<file path="src/rtl/rci_pkg.sv">
// Shared constants and types of the row clock and interrupt status block.
// Assumes a 40 MHz system clock and an 8 kHz nominal sample rate.
`default_nettype none
package rci_pkg;
	// System clock and nominal sampling
	localparam int unsigned CLK_HZ = 40_000_000;
	localparam int unsigned SAMPLE_HZ_NOM = 8000;

	// Row clock times, as printed
	localparam int unsigned ROW_HIGH_MS = 175;
	localparam int unsigned ROW_LOW_MS = 25;
	localparam int unsigned CUE_HIGH_CENTI_US = 10937;
	localparam int unsigned CUE_LOW_CENTI_US = 1563;

	// Row clock times in clock cycles (least times round up)
	localparam int unsigned ROW_HIGH_CYC = ROW_HIGH_MS * (CLK_HZ / 1000);
	localparam int unsigned ROW_LOW_CYC = ROW_LOW_MS * (CLK_HZ / 1000);
	localparam int unsigned CUE_HIGH_CYC =
		(CUE_HIGH_CENTI_US * (CLK_HZ / 1_000_000) + 99) / 100;
	localparam int unsigned CUE_LOW_CYC =
		(CUE_LOW_CENTI_US * (CLK_HZ / 1_000_000) + 99) / 100;

	// End-of-message positions per row
	localparam int unsigned EOM_POSITIONS = 8;

	// APB register offsets
	localparam int unsigned ADDR_W = 8;
	localparam logic [7:0] OFS_CTRL = 8'h00;
	localparam logic [7:0] OFS_STATUS = 8'h04;
	localparam logic [7:0] OFS_MASK = 8'h08;
	localparam logic [7:0] OFS_STATE = 8'h0C;

	// Field positions of the state register
	localparam int unsigned ST_ROW_LEVEL = 0;
	localparam int unsigned ST_SEG_LSB = 1;
	localparam int unsigned ST_OVF = 4;
	localparam int unsigned ST_EOM = 5;
	localparam int unsigned ST_ROW_PIN = 6;
	localparam int unsigned ST_INT_PIN = 7;

	// Control register: bit 1 eom detect enable, bit 0 cueing mode
	typedef struct packed {
		logic eom_en;
		logic cue;
	} rci_ctrl_t;

	// Sticky event bits, same layout in status and mask
	typedef struct packed {
		logic row_end;
		logic end_of_message_flag;
		logic ovf;
	} rci_irq_t;

	// Interrupt pin flags as reported to the host
	typedef struct packed {
		logic end_of_message_flag;
		logic ovf;
	} rci_flags_t;

	// Reset values
	localparam rci_ctrl_t CTRL_RST = 2'h2;
	localparam rci_irq_t MASK_RST = 3'h0;

	typedef enum logic [1:0] {
		RCI_IDLE,
		RCI_PRELOAD,
		RCI_HIGH,
		RCI_LOW
	} rci_row_state_t;
endpackage
`default_nettype wire

</file>
<file path="src/rtl/rci_row_clock_irq.sv">
// Row clock output, overflow and end-of-message flags, interrupt pin,
// APB register file and a level interrupt for the local processor.
// Assumes operation and marker inputs come from core logic on I_SYS_CLK;
// the slave select and the sensed pin levels are asynchronous.
//
// Chosen here: the APB interface to the registers and the placing of the registers.
`timescale 1ns/1ps
`default_nettype none
module rci_row_clock_irq #(
	parameter int unsigned SAMPLE_HZ = rci_pkg::SAMPLE_HZ_NOM,
	parameter int unsigned ROW_HIGH_CYC = rci_pkg::ROW_HIGH_CYC,
	parameter int unsigned ROW_LOW_CYC = rci_pkg::ROW_LOW_CYC,
	parameter int unsigned CUE_HIGH_CYC = rci_pkg::CUE_HIGH_CYC,
	parameter int unsigned CNT_W = 26
) (
	// Clock and reset
	input wire logic I_SYS_CLK,
	input wire logic I_RESET,
	// APB slave
	input wire logic I_PSEL,
	input wire logic I_PENABLE,
	input wire logic I_PWRITE,
	input wire logic [rci_pkg::ADDR_W-1:0] I_PADDR,
	input wire logic [31:0] I_PWDATA,
	output logic [31:0] O_PRDATA,
	output logic O_PREADY,
	output logic O_PSLVERR,
	output logic O_IRQ,
	// Device core
	input wire logic I_OP_RECORD,
	input wire logic I_OP_PLAY,
	input wire logic I_ADDR_AT_LAST,
	input wire logic [7:0] I_ROW_EOM_MARKS,
	input wire logic I_READ_INT_INSTR,
	output logic O_OP_HALT,
	output logic [1:0] O_INT_REPORT,
	output logic O_INT_REPORT_VALID,
	// Serial select pin
	input wire logic I_SS_N,
	// Row boundary clock pin, open drain
	input wire logic I_ROW_BOUNDARY_CLOCK,
	output logic O_ROW_BOUNDARY_CLOCK,
	output logic O_ROW_BOUNDARY_CLOCK_OE_N,
	// Interrupt pin, open drain
	input wire logic I_INT_PIN,
	output logic O_INT_PIN,
	output logic O_INT_PIN_OE_N
);
	// Times scale with samples per row at the selected rate
	localparam longint SCALED_HIGH =
		longint'(ROW_HIGH_CYC) * rci_pkg::SAMPLE_HZ_NOM / SAMPLE_HZ;
	localparam longint SCALED_LOW =
		longint'(ROW_LOW_CYC) * rci_pkg::SAMPLE_HZ_NOM / SAMPLE_HZ;
	localparam longint SCALED_CUE_HIGH =
		longint'(CUE_HIGH_CYC) * rci_pkg::SAMPLE_HZ_NOM / SAMPLE_HZ;
	localparam longint SCALED_CUE_LOW =
		longint'(rci_pkg::CUE_LOW_CYC) * rci_pkg::SAMPLE_HZ_NOM / SAMPLE_HZ;

	// Registers
	rci_pkg::rci_ctrl_t ctrl;
	rci_pkg::rci_irq_t status;
	rci_pkg::rci_irq_t mask;
	rci_pkg::rci_irq_t next_status;
	rci_pkg::rci_flags_t flags;
	rci_pkg::rci_flags_t next_flags;
	rci_pkg::rci_flags_t report_cap;
	rci_pkg::rci_irq_t events;

	// Synchronisers
	logic ss_s1;
	logic ss_s2;
	logic ss_s3;
	logic rbc_s1;
	logic rbc_s2;
	logic int_s1;
	logic int_s2;

	// Edge history of core inputs
	logic rec_q;
	logic last_q;

	// Row timer results
	logic row_level;
	logic row_end;
	logic seg_tick;
	logic [2:0] seg_idx;

	// APB decode
	wire apb_setup = I_PSEL && !I_PENABLE;
	wire apb_access = I_PSEL && I_PENABLE && O_PREADY;
	wire apb_wr = apb_access && I_PWRITE;
	wire sel_ctrl = I_PADDR == rci_pkg::OFS_CTRL;
	wire sel_status = I_PADDR == rci_pkg::OFS_STATUS;
	wire sel_mask = I_PADDR == rci_pkg::OFS_MASK;
	wire sel_state = I_PADDR == rci_pkg::OFS_STATE;
	wire mapped = sel_ctrl || sel_status || sel_mask || sel_state;
	wire status_rd = apb_access && !I_PWRITE && sel_status;

	// Operation state
	wire op_active = I_OP_RECORD || I_OP_PLAY;
	wire rec_start = I_OP_RECORD && !rec_q;
	wire playback = I_OP_PLAY && !I_OP_RECORD;

	// Serial cycle begins when slave select falls
	wire cycle_start = ss_s3 && !ss_s2;

	wire ovf_evt = op_active && I_ADDR_AT_LAST && !last_q;
	wire eom_evt = playback && ctrl.eom_en && seg_tick &&
		I_ROW_EOM_MARKS[seg_idx];

	wire [7:0] state_word;
	wire [31:0] rd_mux;

	assign state_word[rci_pkg::ST_ROW_LEVEL] = row_level;
	assign state_word[rci_pkg::ST_SEG_LSB +: 3] = seg_idx;
	assign state_word[rci_pkg::ST_OVF] = flags.ovf;
	assign state_word[rci_pkg::ST_EOM] = flags.end_of_message_flag;
	assign state_word[rci_pkg::ST_ROW_PIN] = rbc_s2;
	assign state_word[rci_pkg::ST_INT_PIN] = int_s2;

	assign rd_mux = sel_ctrl ? {30'h0, ctrl} :
		sel_status ? {29'h0, status} :
		sel_mask ? {29'h0, mask} :
		sel_state ? {24'h0, state_word} : 32'h0;

	assign events.ovf = ovf_evt;
	assign events.end_of_message_flag = eom_evt;
	assign events.row_end = row_end;

	// Read clears only bits already shown; new events win
	always_comb begin
		next_status = status;
		if (status_rd) begin
			next_status = status & ~rci_pkg::rci_irq_t'(O_PRDATA[2:0]);
		end
		next_status = next_status | events;
	end

	// A serial cycle clears the pin flags; a same-cycle event still sets
	always_comb begin
		next_flags = flags;
		if (cycle_start) begin
			next_flags = '0;
		end
		next_flags.ovf = next_flags.ovf || ovf_evt;
		next_flags.end_of_message_flag = next_flags.end_of_message_flag || eom_evt;
	end

	rci_row_timer #(
		.CNT_W(CNT_W),
		.HIGH_CYC(int'(SCALED_HIGH)),
		.LOW_CYC(int'(SCALED_LOW)),
		.CUE_HIGH_CYC(int'(SCALED_CUE_HIGH)),
		.CUE_LOW_CYC(int'(SCALED_CUE_LOW))
	) u_row_timer (
		.i_clk(I_SYS_CLK),
		.i_reset(I_RESET),
		.i_run(op_active),
		.i_cue(ctrl.cue),
		.i_rec_start(rec_start),
		.o_level(row_level),
		.o_row_end(row_end),
		.o_seg_tick(seg_tick),
		.o_seg_idx(seg_idx)
	);

	always_ff @(posedge I_SYS_CLK) begin
		if (I_RESET) begin
			ss_s1 <= 1'b1;
			ss_s2 <= 1'b1;
			ss_s3 <= 1'b1;
			rbc_s1 <= 1'b1;
			rbc_s2 <= 1'b1;
			int_s1 <= 1'b1;
			int_s2 <= 1'b1;
		end else begin
			ss_s1 <= I_SS_N;
			ss_s2 <= ss_s1;
			ss_s3 <= ss_s2;
			rbc_s1 <= I_ROW_BOUNDARY_CLOCK;
			rbc_s2 <= rbc_s1;
			int_s1 <= I_INT_PIN;
			int_s2 <= int_s1;
		end
	end

	always_ff @(posedge I_SYS_CLK) begin
		if (I_RESET) begin
			rec_q <= 1'b0;
			last_q <= 1'b0;
		end else begin
			rec_q <= I_OP_RECORD;
			last_q <= I_ADDR_AT_LAST;
		end
	end

	// APB slave: one wait-free access phase
	always_ff @(posedge I_SYS_CLK) begin
		if (I_RESET) begin
			O_PREADY <= 1'b0;
			O_PSLVERR <= 1'b0;
			O_PRDATA <= 32'h0;
		end else begin
			O_PREADY <= apb_setup;
			O_PSLVERR <= apb_setup && !mapped;
			if (apb_setup) begin
				O_PRDATA <= I_PWRITE ? 32'h0 : rd_mux;
			end
		end
	end

	always_ff @(posedge I_SYS_CLK) begin
		if (I_RESET) begin
			ctrl <= rci_pkg::CTRL_RST;
			mask <= rci_pkg::MASK_RST;
		end else begin
			if (apb_wr && sel_ctrl) begin
				ctrl <= rci_pkg::rci_ctrl_t'(I_PWDATA[1:0]);
			end
			if (apb_wr && sel_mask) begin
				mask <= rci_pkg::rci_irq_t'(I_PWDATA[2:0]);
			end
		end
	end

	always_ff @(posedge I_SYS_CLK) begin
		if (I_RESET) begin
			status <= '0;
			O_IRQ <= 1'b0;
		end else begin
			status <= next_status;
			O_IRQ <= |(next_status & mask);
		end
	end

	// Pin flags, captured for the host at each cycle start
	always_ff @(posedge I_SYS_CLK) begin
		if (I_RESET) begin
			flags <= '0;
			report_cap <= '0;
		end else begin
			flags <= next_flags;
			if (cycle_start) begin
				report_cap <= flags;
			end
		end
	end

	always_ff @(posedge I_SYS_CLK) begin
		if (I_RESET) begin
			O_INT_REPORT <= 2'h0;
			O_INT_REPORT_VALID <= 1'b0;
			O_OP_HALT <= 1'b0;
		end else begin
			O_INT_REPORT_VALID <= I_READ_INT_INSTR;
			if (I_READ_INT_INSTR) begin
				O_INT_REPORT <= report_cap;
			end
			O_OP_HALT <= ovf_evt || eom_evt;
		end
	end

	// Open-drain pins: data always low, enable low while pulling
	always_ff @(posedge I_SYS_CLK) begin
		if (I_RESET) begin
			O_ROW_BOUNDARY_CLOCK <= 1'b0;
			O_ROW_BOUNDARY_CLOCK_OE_N <= 1'b1;
			O_INT_PIN <= 1'b0;
			O_INT_PIN_OE_N <= 1'b1;
		end else begin
			O_ROW_BOUNDARY_CLOCK <= 1'b0;
			O_ROW_BOUNDARY_CLOCK_OE_N <= row_level;
			O_INT_PIN <= 1'b0;
			O_INT_PIN_OE_N <= !(next_flags.ovf || next_flags.end_of_message_flag);
		end
	end
endmodule // rci_row_clock_irq
`default_nettype wire

</file>
<file path="src/rtl/rci_row_timer.sv">
// Row clock timer: row high and low phases, preload and eight segments.
// Assumes run, cue and record start come from logic on the same clock.
`timescale 1ns/1ps
`default_nettype none
module rci_row_timer #(
	parameter int unsigned CNT_W = 24,
	parameter int unsigned HIGH_CYC = 7000000,
	parameter int unsigned LOW_CYC = 1000000,
	parameter int unsigned CUE_HIGH_CYC = 4375,
	parameter int unsigned CUE_LOW_CYC = 626
) (
	// Clock and reset
	input wire logic i_clk,
	input wire logic i_reset,
	// Control
	input wire logic i_run,
	input wire logic i_cue,
	input wire logic i_rec_start,
	// Row state
	output logic o_level,
	output logic o_row_end,
	output logic o_seg_tick,
	output logic [2:0] o_seg_idx
);
	localparam logic [CNT_W-1:0] H_LAST = CNT_W'(HIGH_CYC - 1);
	localparam logic [CNT_W-1:0] L_LAST = CNT_W'(LOW_CYC - 1);
	localparam logic [CNT_W-1:0] CH_LAST = CNT_W'(CUE_HIGH_CYC - 1);
	localparam logic [CNT_W-1:0] CL_LAST = CNT_W'(CUE_LOW_CYC - 1);
	localparam logic [CNT_W-1:0] S_LAST =
		CNT_W'((HIGH_CYC + LOW_CYC) / rci_pkg::EOM_POSITIONS - 1);
	localparam logic [CNT_W-1:0] CS_LAST =
		CNT_W'((CUE_HIGH_CYC + CUE_LOW_CYC) / rci_pkg::EOM_POSITIONS - 1);

	rci_pkg::rci_row_state_t state;
	rci_pkg::rci_row_state_t next_state;
	logic [CNT_W-1:0] cnt;
	logic [CNT_W-1:0] seg_cnt;

	wire [CNT_W-1:0] high_last = i_cue ? CH_LAST : H_LAST;
	wire [CNT_W-1:0] low_last = i_cue ? CL_LAST : L_LAST;
	wire [CNT_W-1:0] seg_last = i_cue ? CS_LAST : S_LAST;
	wire cnt_done = cnt == ((state == rci_pkg::RCI_HIGH) ?
		high_last : low_last);
	wire seg_wrap = seg_cnt == seg_last;
	wire row_start = (next_state == rci_pkg::RCI_HIGH) &&
		(state != rci_pkg::RCI_HIGH);
	wire in_row = (state == rci_pkg::RCI_HIGH) ||
		(state == rci_pkg::RCI_LOW);

	always_comb begin
		next_state = state;
		case (state)
			rci_pkg::RCI_IDLE: begin
				if (i_run && i_rec_start) begin
					next_state = rci_pkg::RCI_PRELOAD;
				end else if (i_run) begin
					next_state = rci_pkg::RCI_HIGH;
				end
			end
			rci_pkg::RCI_PRELOAD: begin
				if (cnt_done) begin
					next_state = rci_pkg::RCI_HIGH;
				end
			end
			rci_pkg::RCI_HIGH: begin
				if (cnt_done) begin
					next_state = rci_pkg::RCI_LOW;
				end
			end
			default: begin
				if (cnt_done) begin
					next_state = rci_pkg::RCI_HIGH;
				end
			end
		endcase
		if (!i_run) begin
			next_state = rci_pkg::RCI_IDLE;
		end
	end

	always_ff @(posedge i_clk) begin
		if (i_reset) begin
			state <= rci_pkg::RCI_IDLE;
			cnt <= '0;
		end else begin
			state <= next_state;
			cnt <= (next_state != state) ? '0 : cnt + 1'b1;
		end
	end

	// Eight segments per row for end-of-message positions
	always_ff @(posedge i_clk) begin
		if (i_reset || !i_run) begin
			seg_cnt <= '0;
			o_seg_idx <= 3'h0;
			o_seg_tick <= 1'b0;
		end else if (row_start) begin
			seg_cnt <= '0;
			o_seg_idx <= 3'h0;
			o_seg_tick <= 1'b1;
		end else if (in_row) begin
			seg_cnt <= seg_wrap ? '0 : seg_cnt + 1'b1;
			o_seg_idx <= o_seg_idx + 3'(seg_wrap);
			o_seg_tick <= seg_wrap && (o_seg_idx != 3'h7);
		end else begin
			o_seg_tick <= 1'b0;
		end
	end

	always_ff @(posedge i_clk) begin
		if (i_reset) begin
			o_level <= 1'b1;
			o_row_end <= 1'b0;
		end else begin
			o_level <= next_state != rci_pkg::RCI_LOW;
			o_row_end <= (next_state == rci_pkg::RCI_LOW) &&
				(state == rci_pkg::RCI_HIGH);
		end
	end
endmodule // rci_row_timer
`default_nettype wire

</file>
<file path="config.mk">
export PLATFORM = sky130hd
export DESIGN_NAME = rci_row_clock_irq
export DESIGN_NICKNAME = d
export VERILOG_FILES = /design/src/rtl/rci_pkg.sv /design/src/rtl/rci_row_clock_irq.sv /design/src/rtl/rci_row_timer.sv
export SDC_FILE = /design/constraint.sdc
export NUM_CORES = 1
export LEC_CHECK = 0
export BUFFER_PORTS_ARGS = -buffer_cell sky130_fd_sc_hd__buf_2
export CORE_MARGIN = 2
export CORE_UTILIZATION = 30
export CTS_CLUSTER_SIZE = 25
export DETAILED_ROUTE_END_ITERATION = 16
export GPL_TIMING_DRIVEN = 0
export PLACE_DENSITY = 0.49
export SETUP_SLACK_MARGIN = 0.5
export SYNTH_ARGS = -nofsm -noshare
export SYNTH_HDL_FRONTEND = slang
export SYNTH_SLANG_ARGS = --single-unit
</file>
<file path="constraint.sdc">
create_clock -name I_SYS_CLK -period 2.9 [get_ports I_SYS_CLK]
set_input_delay 0.435 -clock I_SYS_CLK [delete_from_list [all_inputs] [get_ports I_SYS_CLK]]
set_output_delay 0.435 -clock I_SYS_CLK [all_outputs]
set_load 0.01 [all_outputs]
</file>
==> results.sh <==
export IMPL_status="finished clean"
export IMPL_finalSetupTns_ns=0
export IMPL_htree_levels=3
export IMPL_insertion_delay_ns=0.36
export IMPL_cts_buffers=9
export IMPL_cts_buffer_depth=2
export IMPL_crit_type="register to register"
export IMPL_r2r_end="u_row_timer.state[0]"
export IMPL_synth_edf_count=0
export IMPL_fin_util=0.399
export IMPL_dr_pass1_iters=4
export IMPL_finalHoldViolCount=0
export IMPL_drt_iter0_markers=153
export IMPL_holdCritPathClass="primary input to register"
export IMPL_worstMarginPinSlew_ns=0.737
export IMPL_ctsRootBufferMaster="clkbuf_16"
export IMPL_required_ns=3.14
export IMPL_ys_ff_latch=98
export IMPL_critPathCapture="u_row_timer.state[0]"
export IMPL_cp_max_fo=6
export IMPL_finalCriticalPeriod_ns=2.48
export IMPL_rsz0062_at_grt="true"
export IMPL_die_w_um=128
export IMPL_synth_flop_cell="dfxtp_1"
export IMPL_synthCells=530
export IMPL_io_buffer_count=45
export IMPL_max_stage_delay_ns=0.37
export IMPL_viasPerCell=4.75
export IMPL_grt_max_degree=20
export IMPL_wl_per_cell_um=13.4
export IMPL_synthTopCellsByArea="dfxtp_1 42%, nor2_1 5.9%, xnor2_1 5.1%, xor2_1 4.7%, buf_4 4.5%"
export IMPL_drv_cap=0
export IMPL_ir_drop_uv=281
export IMPL_cts_sinks=98
export IMPL_area_growth_syn_to_layout_pct=30.0
export IMPL_antenna_cells=0
export IMPL_die_area_um2=16500
export IMPL_leakage_nw=2.23
export IMPL_power_density_nw_per_um2=478
export IMPL_antenna_found_initial=0
export IMPL_cp_start_kind="register"
export IMPL_ios=103
export IMPL_cp_depth=11
export IMPL_drt_total_wl_mm=11.0
export IMPL_gp_congestion=0.814
export IMPL_fill_cells=1499
export IMPL_synth_async_sr_flop_share=0
export IMPL_cp_cell_sequence="buf_6 -> nand2b_1 -> buf_6 -> xnor2_1 -> or3_1 -> a222oi_1 -> buf_4 -> buf_6 -> nand4_1 -> mux2_2 -> o21a_1"
export IMPL_seq_area_um2=1970
export IMPL_worstRegToRegCells=11
export IMPL_drv_slew=0
export IMPL_grt_pass1_vias=3533
export IMPL_fin_skew_ns=0.0102
export IMPL_yosys_area_top_type="dfxtp_1"
export IMPL_cp_data_arrival_time_ns=2.73
export IMPL_start_util=0.307
export IMPL_ys_types=53
export IMPL_crit_path_end_kind="register"
export IMPL_crit_family="simple AND/OR/NAND/NOR gates"
export IMPL_netlist_area_um2=4640
export IMPL_yosysWarnings=0
export IMPL_final_setup_viol_count=0
export IMPL_critPathBufInv=4
export IMPL_seq_area_frac_synth=0.423
export IMPL_drive_gt1_frac=0.294
export IMPL_relSlewSlack=0.509
export IMPL_timing_rr_start="u_row_timer.state[0]"
export IMPL_overflow=0
export IMPL_clk_pin_slew_worst_paths_ns=0.07
export IMPL_design_core_area_um2=15100
export IMPL_dp_hpwl_mm=7.70
export IMPL_grt_pass1_wl_mm=17.4
export IMPL_syn_area_per_cell_um2=8.76
export IMPL_cp_startpoint="u_row_timer.state[0]"
export IMPL_finalPower_mw=2.88
export IMPL_fin_nets=695
export IMPL_die_height_um=128
export IMPL_cts_tree="yes"
export IMPL_max_freq_ghz=0.403
export IMPL_antenna_left=0
export IMPL_crit_top_cell="buf_6"
export IMPL_synth_top_cell_area_share=0.423
export IMPL_drc=0
export IMPL_r2r_setup_slack_ns=0.42
export IMPL_num_vias=3914
export IMPL_multiInputGateArea_um2=2710
export IMPL_timing_final_crit_share=0.857
export IMPL_grtUsageTotal=0.132
export IMPL_crit_slowest_cell="a222oi_1"
export IMPL_core_rowCount=45
[worst min-delay path by stage]
stage	slack (ns)	cells after the start	start	to
floorplan	0.39	1	int_s1	int_s2
global placement	0.39	1	ss_s1	ss_s2
detailed placement	0.39	1	ss_s1	ss_s2
CTS	0.24	2	I_SS_N	ss_s1
global route	0.25	2	I_SS_N	ss_s1
finish	0.26	2	I_SS_N	ss_s1
[cell families after synthesis]
logic type,count (synthesis),synth area share
AND/OR/NAND/NOR,263,0.286
flip-flops,98,0.423
buffers and inverters,54,0.0733
XOR/XNOR,52,0.0981
AO/OA/AOI/OAI,41,0.0606
multiplexers,17,0.0482
adder cells (fa/ha/maj),4,0.0108
other,1,0.000808
[power by group]
part / total (mW) / internal, mW / switching (mW) / leakage, nW
registers: 1.38 / 1.36 / 0.0128 / 0.797
logic: 0.326 / 0.155 / 0.171 / 1.30
clock network: 1.18 / 0.605 / 0.576 / 0.141
[Yosys cell counts, drive strengths merged, types with 7 or more instances]
library cell / number
a21oi: 15
and3: 13
buf: 36
clkbuf: 11
dfxtp: 98
inv: 7
mux2i: 10
nand2: 44
nand3: 30
nand4: 11
nor2: 73
nor2b: 10
nor3: 36
nor4: 7
or2: 9
xnor2: 27
xor2: 25
[metrics by stage]
step | area, um^2 | hold slack, ns | instances | worst slack [ns]
3_3_place_gp | 5200 | 0.392 | 788 | -0.117
2_1_floorplan | 4740 | 0.389 | 555 | 0.557
3_5_place_dp | 5200 | 0.394 | 788 | -0.126
6_report | 6040 | 0.258 | 824 | 0.416
4_1_cts | 5640 | 0.243 | 816 | 0.410
5_1_grt | 6040 | 0.251 | 824 | 0.274
[metal layers]
layer | part of all wire | GRT usage | vias to the layer above | wire length [um]
li1 | - | - | 1990 | -
met1 | 0.47 | 0.171 | 1839 | 5210
met2 | 0.47 | 0.215 | 73 | 5160
met3 | 0.038 | 0.0225 | 12 | 424
met4 | 0.020 | 0.0640 | 0 | 217
met5 | 0 | 0 | - | 0
[area by class of cell]
cell class,count,share of cell area
multi-input combinational,403,0.449
sequential,98,0.327
timing repair buffer,65,0.0730
buffer,47,0.0599
tap,188,0.0390
clock buffer,9,0.0373
clock inverter,7,0.0108
inverter,7,0.00435
[registers in the layout, indices dropped and copies added, names as in the netlist, 2 cells and up]
| signal | flops |
|---|---|
| u_row_timer.o_seg_idx | 3 |
| status | 3 |
| mask | 3 |
| u_row_timer.state | 2 |
| u_row_timer.cnt | 26 |
| O_PRDATA | 8 |
| report_cap | 2 |
| ctrl | 2 |
| u_row_timer.seg_cnt | 26 |
| O_INT_REPORT | 2 |
| flags | 2 |
[timing repair]
item                                    CTS  global route
hold buffers                              0             0
pin swaps                                 3            36
cloned                                    1             2
endpoints found under the setup margin   58            58
gates resized for setup                  21            77
setup buffers                            11             6
[cell usage in the layout (no fill, tap or decap), types with 6 or more instances in the layout]
| cell | n |
|---|---|
| or2_2 | 9 |
| buf_6 | 10 |
| clkbuf_1 | 9 |
| nand2_1 | 43 |
| nor3_2 | 9 |
| inv_1 | 7 |
| clkbuf_16 | 11 |
| and3_1 | 13 |
| conb_1 | 26 |
| a21oi_1 | 15 |
| dfxtp_1 | 92 |
| mux2i_1 | 10 |
| nor2_2 | 12 |
| nor3_1 | 22 |
| nand3_1 | 30 |
| buf_4 | 37 |
| nor4_1 | 6 |
| nor2_4 | 13 |
| nand4_1 | 11 |
| nand2b_1 | 6 |
| nor2_1 | 48 |
| nor2b_1 | 9 |
| xor2_1 | 25 |
| buf_2 | 45 |
| xnor2_1 | 27 |
(Power assumes the default switching activity.)
